<file path="src/inc/emtc_pkg.sv">
package emtc_pkg;
    // Register byte offsets
    localparam logic [7:0] ADR_CFG  = 8'h00;
    localparam logic [7:0] ADR_DIV  = 8'h04;
    localparam logic [7:0] ADR_STAT = 8'h08;

    // Field positions
    localparam int UNDIV_BIT    = 0;
    localparam int OSC_BIT      = 1;
    localparam int PSEL_LSB     = 4;
    localparam int STAT_SRC_LSB = 1;
    localparam int STAT_PIN_LSB = 8;

    // Values after reset
    localparam logic [3:0] PSEL_RST_COMPAT = 4'h5;
    localparam logic [3:0] PSEL_RST_FAST   = 4'h0;
    localparam logic [7:0] DIV_RST         = 8'h01;

    // Cycle counts
    localparam logic [1:0] FETCH_COMPAT   = 2'h3;
    localparam logic [4:0] MC_CLOCKS      = 5'h06;
    localparam logic [2:0] LEN_MAX_FAST   = 3'h5;
    localparam logic [2:0] LEN_MAX_COMPAT = 3'h4;

    // Oscillator source codes
    localparam logic [1:0] SRC_XTAL = 2'h0;
    localparam logic [1:0] SRC_EXT  = 2'h1;
    localparam logic [1:0] SRC_RC   = 2'h2;

    // Instruction timer states
    typedef enum logic {INS_IDLE, INS_RUN} emtc_ins_e;
endpackage

</file>
<file path="src/rtl/emtc_prescaler.sv">
`timescale 1ns/1ps
module emtc_prescaler #(
    parameter int PSC_W = 4,
    parameter int PINS  = 6
) (
    // Clock and reset
    input  wire logic             clock,
    input  wire logic             rst,
    // Control
    input  wire logic             sysClkEn,
    input  wire logic             fastMode,
    input  wire logic [PSC_W-1:0] preSel,
    input  wire logic             twoBypass,
    // Pins
    input  wire logic [PINS-1:0]  pinIn,
    // Results
    output logic                  timerTick,
    output logic                  timerTwoTick,
    output logic [PINS-1:0]       pinSampled
);
    if (PSC_W != 4) $error("prescaler select must be four bits");
    if (PINS < 1) $error("need at least one sampled pin");

    typedef struct packed {
        logic [PSC_W-1:0] cnt;
        logic             tick;
        logic             twoTick;
        logic [PINS-1:0]  smp;
    } emtc_psc_s;

    emtc_psc_s r;
    emtc_psc_s n;
    logic      wrap;

    // Divide by select plus one, sample pins
    always_comb begin
        n = r;
        wrap = sysClkEn && (r.cnt >= preSel);    // [RL8]
        if (sysClkEn) begin
            n.cnt = wrap ? '0 : r.cnt + 1'b1;
        end
        n.tick = wrap;
        n.twoTick = twoBypass ? sysClkEn : wrap; // [RL10]
        if (fastMode ? sysClkEn : wrap) begin
            n.smp = pinIn;                       // [RL11]
        end
        if (rst) begin
            n = '0;
        end
    end

    // State register
    always_ff @(posedge clock) begin
        r <= n;
    end

    assign timerTick    = r.tick;
    assign timerTwoTick = r.twoTick;
    assign pinSampled   = r.smp;
endmodule

</file>
<file path="src/rtl/emtc_top.sv">
`timescale 1ns/1ps
// Function
// (RL1) Fetch strobe every three system clocks in compat mode, every clock in fast.
// (RL2) Instruction lasts 6/12/18/24 clocks in compat mode, 1 to 5 in fast.
// (RL3) Fast mode when compatibility fuse disabled, compat mode when enabled.
// (RL4) After reset, clock divides by two in compat mode, by one in fast; the code divides by one in compat mode too when undivFuseEn is set.
// (RL5) Undivided mode drops the divide-by-two; divider may slow the clock further.
// (RL6) Clock source is crystal, external clock or internal RC oscillator.
// (RL7) Undivided mode and divider apply to the second source likewise.
// (RL8) One four-bit prescaler feeds timers and watchdog, rate clock to clock/16.
// (RL9) Prescaler select resets to 5 in compat mode, 0 in fast.
// (RL10) Prescaler does not affect timer two in clock-out or baud mode.
// (RL11) Timer and interrupt pins sampled at prescaler rate compat, every clock fast.
// (RL12) Reset pin active high when polarity select high, else active low.
// (RL13) External reset held 12 clocks compat mode, 2 clocks fast.
// (RL14) Power-on reset resets the device with no reset pin activity.
// (RL15) Prescaler select sits in config bits 7..4, writable, restored by reset.
// (RL16) Mode and clock defaults latched at reset, held until next reset.
module emtc_top #(
    parameter int DIV_W = 8
) (
    // Clock and power-on reset
    input  wire logic       clock,
    input  wire logic       rst,
    // Wishbone slave
    input  wire logic       cyc_i,
    input  wire logic       stb_i,
    input  wire logic       we_i,
    input  wire logic [7:0] adr_i,
    input  wire logic [3:0] sel_i,
    input  wire logic [31:0] dat_i,
    output logic [31:0]     dat_o,
    output logic            ack_o,
    // Nonvolatile configuration
    input  wire logic       compatFuseEn,
    input  wire logic       undivFuseEn,
    input  wire logic       oscSelFuse,
    input  wire logic [1:0] srcAFuse,
    input  wire logic [1:0] srcBFuse,
    // Reset pin
    input  wire logic       resetPin,
    input  wire logic       resetPolaritySelect,
    // Oscillator ticks, indexed by source code
    input  wire logic [2:0] oscATick,
    input  wire logic [2:0] oscBTick,
    // CPU instruction timing
    input  wire logic       instrStart,
    input  wire logic [2:0] instrLen,
    // Timer two modes
    input  wire logic       timerTwoClockOutMode,
    input  wire logic       timerTwoBaudMode,
    // External pins
    input  wire logic       timerZeroInput,
    input  wire logic       timerOneInput,
    input  wire logic       timerTwoInput,
    input  wire logic       timerTwoExternalTrigger,
    input  wire logic       externalInterruptZero,
    input  wire logic       externalInterruptOne,
    // Results
    output logic            coreReset,
    output logic            fastMode,
    output logic            sysClkEn,
    output logic            fetchEn,
    output logic            instrDone,
    output logic            timerTick,
    output logic            timerTwoTick,
    output logic [5:0]      sampledPins
);
    if (DIV_W < 2 || DIV_W > 8) $error("divider width must be 2 to 8");

    typedef struct packed {
        logic                  fast;
        logic [1:0]            srcA;
        logic [1:0]            srcB;
        logic                  undiv;
        logic                  second_oscillator_source;
        logic [3:0]            preSel;
        logic [DIV_W-1:0]      div;
        logic [DIV_W+1:0]      divCnt;
        logic                  sysEn;
        logic [1:0]            fetchCnt;
        logic                  fetchEn;
        emtc_pkg::emtc_ins_e   ins;
        logic [4:0]            insCnt;
        logic [4:0]            insTgt;
        logic                  insDone;
        logic                  ack;
        logic [31:0]           dat;
        logic                  coreRst;
    } emtc_top_s;

    emtc_top_s        r;
    emtc_top_s        n;
    logic             pinAct;
    logic             anyRst;
    logic             oscTick;
    logic [1:0]       srcCur;
    logic [31:0]      rd;
    logic [5:0]       smpPins;

    // Last count of the oscillator divider; zero divides by 2^DIV_W
    function automatic logic [DIV_W+1:0] divLimit(input logic undiv,
                                                  input logic [DIV_W-1:0] d);
        logic [DIV_W+1:0] v;
        v = (d == '0) ? ((DIV_W+2)'(1) << DIV_W) : {2'h0, d};
        if (!undiv) begin
            v = v << 1;                          // [RL5]
        end
        return v - (DIV_W+2)'(1);
    endfunction

    // Tick of one oscillator set; unknown codes fall back to crystal
    function automatic logic pickTick(input logic [1:0] s,
                                      input logic [2:0] t);
        return (s > emtc_pkg::SRC_RC) ? t[emtc_pkg::SRC_XTAL] : t[s];
    endfunction

    // Instruction length in system clocks
    function automatic logic [4:0] insClocks(input logic f,
                                             input logic [2:0] len);
        logic [2:0] l;
        logic [4:0] e;
        l = (len == 3'h0) ? 3'h1 : len;
        if (f && l > emtc_pkg::LEN_MAX_FAST) begin
            l = emtc_pkg::LEN_MAX_FAST;
        end
        if (!f && l > emtc_pkg::LEN_MAX_COMPAT) begin
            l = emtc_pkg::LEN_MAX_COMPAT;
        end
        e = {2'h0, l};
        return f ? e : 5'(e * emtc_pkg::MC_CLOCKS);  // [RL2]
    endfunction

    // Reset sources
    assign pinAct = resetPolaritySelect ? resetPin : ~resetPin;  // [RL12]
    assign anyRst = rst | pinAct;                                // [RL14]

    // Selected oscillator source
    assign srcCur  = r.second_oscillator_source ? r.srcB : r.srcA;
    assign oscTick = r.second_oscillator_source ? pickTick(r.srcB, oscBTick)          // [RL7]
                            : pickTick(r.srcA, oscATick);        // [RL6]

    // Register read data
    always_comb begin
        rd = '0;
        case (adr_i)
            emtc_pkg::ADR_CFG: begin
                rd[emtc_pkg::PSEL_LSB +: 4] = r.preSel;
                rd[emtc_pkg::OSC_BIT]       = r.second_oscillator_source;
                rd[emtc_pkg::UNDIV_BIT]     = r.undiv;
            end
            emtc_pkg::ADR_DIV: begin
                rd[DIV_W-1:0] = r.div;
            end
            emtc_pkg::ADR_STAT: begin
                rd[0] = r.fast;
                rd[emtc_pkg::STAT_SRC_LSB +: 2] = srcCur;
                rd[emtc_pkg::STAT_PIN_LSB +: 6] = smpPins;
            end
            default: begin
                rd = '0;
            end
        endcase
    end

    // Next state
    always_comb begin
        n = r;
        n.sysEn   = 1'b0;
        n.fetchEn = 1'b0;
        n.insDone = 1'b0;
        n.ack     = 1'b0;
        n.coreRst = anyRst;

        // Oscillator divider produces the system clock enable
        if (oscTick) begin
            if (r.divCnt >= divLimit(r.undiv, r.div)) begin  // [RL5]
                n.divCnt = '0;
                n.sysEn  = 1'b1;
            end else begin
                n.divCnt = r.divCnt + 1'b1;
            end
        end

        // Code fetch strobe
        if (r.sysEn) begin
            if (r.fast || r.fetchCnt == emtc_pkg::FETCH_COMPAT - 2'h1) begin
                n.fetchEn  = 1'b1;                          // [RL1]
                n.fetchCnt = 2'h0;
            end else begin
                n.fetchCnt = r.fetchCnt + 2'h1;
            end
        end

        // Instruction duration timer
        case (r.ins)
            emtc_pkg::INS_IDLE: begin
                if (instrStart) begin
                    n.ins    = emtc_pkg::INS_RUN;
                    n.insCnt = 5'h00;
                    n.insTgt = insClocks(r.fast, instrLen);  // [RL2]
                end
            end
            emtc_pkg::INS_RUN: begin
                if (r.sysEn) begin
                    n.insCnt = r.insCnt + 5'h01;
                    if (n.insCnt == r.insTgt) begin
                        n.insDone = 1'b1;
                        n.ins     = emtc_pkg::INS_IDLE;
                    end
                end
            end
            default: begin
                n.ins = emtc_pkg::INS_IDLE;
            end
        endcase

        // Wishbone access, one wait cycle, unmapped reads zero
        if (cyc_i && stb_i && !r.ack) begin
            n.ack = 1'b1;
            n.dat = rd;
            if (we_i && sel_i[0]) begin
                case (adr_i)
                    emtc_pkg::ADR_CFG: begin
                        n.preSel = dat_i[emtc_pkg::PSEL_LSB +: 4];  // [RL15]
                        n.second_oscillator_source   = dat_i[emtc_pkg::OSC_BIT];
                        n.undiv  = dat_i[emtc_pkg::UNDIV_BIT];      // [RL5]
                    end
                    emtc_pkg::ADR_DIV: begin
                        n.div = dat_i[DIV_W-1:0];
                    end
                    default: begin
                        n.dat = rd;
                    end
                endcase
            end
        end

        // Any reset reloads mode and clock defaults from the fuses, the divider from DIV_RST
        if (anyRst) begin
            n         = '0;
            n.coreRst = 1'b1;
            n.fast    = !compatFuseEn;                      // [RL3] [RL16]
            n.srcA    = srcAFuse;
            n.srcB    = srcBFuse;
            n.second_oscillator_source    = oscSelFuse;
            n.undiv   = compatFuseEn ? undivFuseEn : 1'b1;  // [RL4]
            n.div     = DIV_W'(emtc_pkg::DIV_RST);
            n.preSel  = compatFuseEn ? emtc_pkg::PSEL_RST_COMPAT
                                     : emtc_pkg::PSEL_RST_FAST;  // [RL9] [RL15]
        end
    end

    // State register
    always_ff @(posedge clock) begin
        r <= n;
    end

    // Prescaler and pin sampling
    emtc_prescaler #(
        .PSC_W (4),
        .PINS  (6)
    ) uPsc (
        .clock        (clock),
        .rst          (r.coreRst),
        .sysClkEn     (r.sysEn),
        .fastMode     (r.fast),
        .preSel       (r.preSel),
        .twoBypass    (timerTwoClockOutMode | timerTwoBaudMode),
        .pinIn        ({externalInterruptOne, externalInterruptZero,
                        timerTwoExternalTrigger, timerTwoInput,
                        timerOneInput, timerZeroInput}),
        .timerTick    (timerTick),
        .timerTwoTick (timerTwoTick),
        .pinSampled   (smpPins)
    );

    // Outputs
    assign dat_o       = r.dat;
    assign ack_o       = r.ack;
    assign coreReset   = r.coreRst;
    assign fastMode    = r.fast;
    assign sysClkEn    = r.sysEn;
    assign fetchEn     = r.fetchEn;
    assign instrDone   = r.insDone;
    assign sampledPins = smpPins;
endmodule

</file>
<file path="config.mk">
export PLATFORM = sky130hd
export DESIGN_NAME = emtc_top
export DESIGN_NICKNAME = d
export VERILOG_FILES = /design/src/inc/emtc_pkg.sv /design/src/rtl/emtc_prescaler.sv /design/src/rtl/emtc_top.sv
export SDC_FILE = /design/constraint.sdc
export NUM_CORES = 1
export LEC_CHECK = 0
export ABC_CLOCK_PERIOD_IN_PS = 3500
export BUFFER_PORTS_ARGS = -buffer_cell sky130_fd_sc_hd__buf_2
export CORE_ASPECT_RATIO = 1.25
export CORE_MARGIN = 3
export CORE_UTILIZATION = 40
export CTS_BUF_LIST = sky130_fd_sc_hd__clkbuf_4
export DETAILED_ROUTE_END_ITERATION = 10
export PLACE_DENSITY_LB_ADDON = 0.15
export SYNTH_ARGS = -nofsm -noshare
export SYNTH_HDL_FRONTEND = slang
export SYNTH_HIERARCHICAL = 1
export SYNTH_SLANG_ARGS = --single-unit
</file>
<file path="constraint.sdc">
create_clock -name clock -period 3.5 [get_ports clock]
set_input_delay 0.7 -clock clock [delete_from_list [all_inputs] [get_ports clock]]
set_output_delay 0.7 -clock clock [all_outputs]
set_load 0.005 [all_outputs]
</file>
# Word level (Yosys, flattened, before mapping)
# Index checks and enable logic that the tools add are counted.
word_totals:
  word_cells: 121
  reg_bits: 73
  output_inout_bits: 46
  in_bits: 76
classes:
  bitwise: 6
  addsub: 5
  mul: 1
  eq_ne: 6
  n_mux: 50
  n_reduce_logical: 23
  magnitude_cmp: 8
ops:
  columns: ["operator", "count"]
  rows:
  - ["$mux W74", 1]
  - ["$mux W33", 1]
  - ["$mux W10", 3]
  - ["$mux W14", 2]
  - ["$mux W3", 9]
  - ["$mux W11", 2]
  - ["$mux W6", 3]
  - ["$logic_not A8 Y1", 2]
  - ["$mux W1", 16]
  - ["$pmux W6 S2", 1]
  - ["$add A10 B1 Y10 const B", 1]
  - ["$ge A10 B10 Y1", 1]
  - ["$mux W5", 2]
  - ["$sub A10 B1 Y10 const B", 1]
  - ["$mux W9", 1]
  - ["$eq A8 B3 Y1 const B", 1]
  - ["$eq A8 B4 Y1 const B", 1]
  - ["$mux W8", 1]
  - ["$pmux W4 S2", 1]
  - ["$gt A3 B3 Y1 const B", 2]
  - ["$logic_and A1 B1 Y1", 6]
  - ["$lt A2 B3 Y1 const B", 2]
  - ["$pmux W2 S3", 1]
  - ["$reduce_and A3 Y1", 2]
  - ["23 further kinds", 36]

# Longest topological paths before layout
depth:
  depth_word: 17
  ltp_mapped: 16
  ltp_nobuf: 13

# Modules after synthesis
# The synthesis kept the hierarchy.
modules_own_cells:
  columns: ["module", "cells_per_inst", "instances", "area_each_um2"]
  rows:
  - ["emtc_top", 414, 1, 3623.5]
  - ["emtc_prescaler", 70, 1, 675.6]

# Worst setup path before layout
# Ideal clock, no wire load.
synth_timing:
  path_type: "register to register"
  startpoint: "reg r[73] in the netlist's numbering"
  endpoint: "reg r[54] in the netlist's numbering"
  synth_period_minus_slack_ns: 3.621
  slack_ns: -0.121
  path_stages_with_launch: 17
  arrival_ns: 3.559
  setup_ns: 0.062
  required_ns: 3.438
  n_path_buf: 3
  cell_sequence: "edfxtp_1 > buf_2 > buf_1 > mux2i_1 > ha_1 > nand2b_1 > a2111o_1 > nor4b_2 > a21oi_1 > o32a_1 > ha_1 > and2_1 > a221oi_1 > and2_1 > buf_2 > o2111ai_1 > nand3_1"
synth_via:
  elab_chain_len: 5
synth_rtl:
  columns: ["element", "line_no", "source"]
  rows:
  - ["start: declaration", "emtc_top.sv:92", "emtc_top_s r;"]
  - ["start signal: assignment", "emtc_top.sv:256", "r <= n;"]
  - ["$mux W10", "emtc_top.sv:106", "if (!undiv) begin"]
  - ["$mux W10", "emtc_top.sv:176", "if (oscTick) begin"]
  - ["$sub A10 B1 Y10", "emtc_top.sv:109", "return v - (DIV_W+2)'(1);"]
  - ["$ge A10 B10 Y1", "emtc_top.sv:177", "if (r.divCnt >= divLimit(r.undiv, r.div)) begin"]
  - ["$mux W10", "emtc_top.sv:177", null]
# Every way passes these cells. The select of a mux whose other input is x is not followed.
# A chain may end at the register's enable or synchronous reset.

# Worst setup path after layout
layout_timing:
  startpoint: "reg r[73] in the netlist's numbering"
  endpoint: "reg r[52] in the netlist's numbering"
# Same word-level chain as after synthesis.

==> results.toml <==
[synth]
synth_seq_cells = 73
syn_area_um2 = 4300
synth_sequential_area_ratio_pct = 36.6
syn-instance-count = 484
synth_area_per_cell_um2 = 8.88
netlist-cell-type-count = 68
synth_enable_flop_cells = 11
ys_dominant_reg_cell = "sky130_fd_sc_hd__dfxtp_1"
ys_warn_count = 6
asyncSetResetFlopFracSynth_pct = 0

[timing]
timing_max_transition_violations_final = 0
finClkSkew_ns = 0.0165
finalSetupViolations = 0
period_utilisation_layout_pct = 93.5
finalHoldWorstSlack_ns = 0.449
timing.slew.headroom_pct = 55.9
grt_setup_unrepaired = "yes"
achievable-frequency_mhz = 306
tightest_slew_ns = 0.657
finalHoldViolCount = 0
period_minus_slack_ns = 3.27
totalNegativeSetupSlack_ns = 0

[final_layout]
n_fill_cell = 1065
seq_cell_area_um2 = 1570
layout_commonest_cell = "sky130_fd_sc_hd__buf_2"
final_cell_mix = "sky130_fd_sc_hd__buf_2, sky130_fd_sc_hd__dfxtp_1, sky130_fd_sc_hd__nor2_1, sky130_fd_sc_hd__mux2i_1"
postLayoutCellArea_um2 = 4820
final_util_pct = 46.7
multi_input_area_um2 = 2370
layout.nets = 635
flow.area_growth_from_synthesis_pct = 12.0
final_layout_size_suffix_gt1_share_pct = 23.0

[place]
portBuffers = 76
routabilityCongestion = 0.782
dp_hpwl_mm = 7.00
dpl_cell_area_um2 = 4610

[route]
antenna_left = 0
totalWireLength_mm = 9.36
drt-vias-per-instance = 5.10
initialDrtViolationCount = 130
drt-pass1-iter-count = 4
post-route-drc-count = 0
detailroute.via_count = 3433
wl_per_cell_um = 13.9

[critical_path]
cp_max_fo = 6
critPathLaunchType = "flip-flop"
critPathBufInv = 1
critical_path_data_arrival_time_ns = 3.64
cp_top_family = "compound AO/OA/AOI/OAI gates"
worst-endpoint-required_ns = 3.87
critical-path-max-stage-delay_ns = 0.48
crit_type = "flip-flop to flip-flop"
setup.worst_path.end_class = "flip-flop"
crit_slowest_cell = "sky130_fd_sc_hd__a2111o_1"
worstPathCellList = "mux2i_1 -> ha_1 -> nand2b_1 -> a2111o_1 -> o21ai_0 -> o21ai_0 -> a31oi_1 -> ha_1 -> and3_1 -> a221oi_1 -> o21a_2 -> buf_4 -> o2111ai_1 -> nand3_1"

[die]
chipWidth_um = 98.7
initial_utilization_pct = 41.7
die_area_um2 = 12000
die_h_um = 122
placeableCoreArea_um2 = 10300
boundaryPins = 122
std_cell_rows = 41

[power_and_ir_drop]
fin_total_pwr_uw = 1870
ir_worst_vdd_mv = 0.151
leakage_uw = 0.00204
power.density_nw_per_um2 = 388

[global_routing]
gr-total-overflow = 0
grt_antenna_before_repair = 1
grt_max_degree = 22
grt_pass1_wl_mm = 15.7
grt.total_usage_pct = 16.2
grt_pass1_vias = 3316

[run]
maxCapViolCount = 0

[clock_network]
clock-sinks = 73
cts_hold_buffers = 0
clk_pin_slew_ns = 0.12
cts_max_path_buffers = 2
post_cts.repair.setup_buffers = 0
tritoncts = "yes"
cts-buffers-inserted = 9
clock_tree_root = "sky130_fd_sc_hd__clkbuf_4"
clock_latency_ns = 0.43
cts_max_level = 3

[min_path]
hp-class = "input port to flip-flop"

[status]
status = "finished clean"
[registers in the layout (all words and copies together), names as in the netlist]
| name | cells |
|---|---|
| r | 41 |
| dat_o | 14 |
| uPsc/pinSampled | 6 |
| uPsc/r | 4 |
| ack_o | 1 |
| coreReset | 1 |
| fastMode | 1 |
| fetchEn | 1 |
| instrDone | 1 |
| sysClkEn | 1 |
| uPsc/timerTick | 1 |
| uPsc/timerTwoTick | 1 |
[final cells by class]
class	instances	share of cell area, %
clock inverter	6	2.23
multi-input combinational	351	49.2
antenna	1	0.0519
clock buffer	10	1.56
inverter	14	1.09
sequential	73	32.6
tap	129	3.35
timing repair buffer	89	9.92
[where the power goes]
group / leakage [uW] / internal, uW / switching (uW)
clock network: 0.0000980 / 368 / 302
logic: 0.00132 / 126 / 172
registers: 0.000615 / 875 / 26.2
[synth_stat cells, drive strengths merged, types with 4 or more instances]
master / n / area [um2]
o2111ai: 9 / 78.8
buf: 48 / 345
and2: 6 / 37.5
o22ai: 4 / 38.8
nand2: 24 / 92.6
xor2: 8 / 70.1
inv: 13 / 48.8
a21oi: 23 / 119
nand2b: 22 / 138
ha: 20 / 250
xnor2: 9 / 78.8
edfxtp: 11 / 330
nor2b: 5 / 38.8
nor3b: 5 / 42.5
o21ai: 14 / 70.1
dfxtp: 62 / 1240
nor3: 11 / 55.1
mux2i: 28 / 280
nor2: 56 / 218
nand3: 23 / 115
clkbuf: 15 / 56.3
a22oi: 9 / 67.6
a211oi: 4 / 40.0
nor4: 6 / 43.8
[layer usage]
metal	vias to the layer above	track usage [%]	wire length, um
met1	1584	20.5	4170
met5	-	0	0
li1	1768	-	-
met4	0	7.09	180
met2	67	27.5	4650
met3	14	2.18	358
[worst paths after layout]
kind | start | to | slack, ns | cells past startpoint
worst max-delay path | r[73]$_DFFE_PP_ | r[52]$_SDFFE_PP0P_ | 0.23 | 14
worst min-delay path | srcAFuse[0] | r[76]$_DFFE_PP_ | 0.45 | 1
worst max register to register | r[73]$_DFFE_PP_ | r[52]$_SDFFE_PP0P_ | 0.23 | 14
worst min register to register | dat_o[3]$_SDFFE_PP0P_ | dat_o[3]$_SDFFE_PP0P_ | 0.46 | 2
[kinds of logic after synthesis]
kind of cell | count (synthesis) | share of synthesized area [%]
AND/OR/NAND/NOR | 177 | 21.5
AO/OA/AOI/OAI | 87 | 14.4
buffers and inverters | 77 | 10.6
flip-flops | 73 | 36.6
multiplexers | 30 | 7.04
adder cells (fa/ha/maj) | 21 | 6.29
XOR/XNOR | 17 | 3.46
other | 2 | 0.175
[through the flow]
step           setup WS (ns)  std cells
6_report               0.227        673
2_1_floorplan         0.0681        501
5_1_grt              -0.0322        673
4_1_cts                0.124        672
3_3_place_gp           0.229        656
3_5_place_dp           0.153        656
[timing repair]
item	in CTS	in global routing
hold endpoints to repair	0	0
resized for setup	0	7
endpoints found under the setup margin	0	11
No activity file was read; power rests on OpenSTA's default activity.
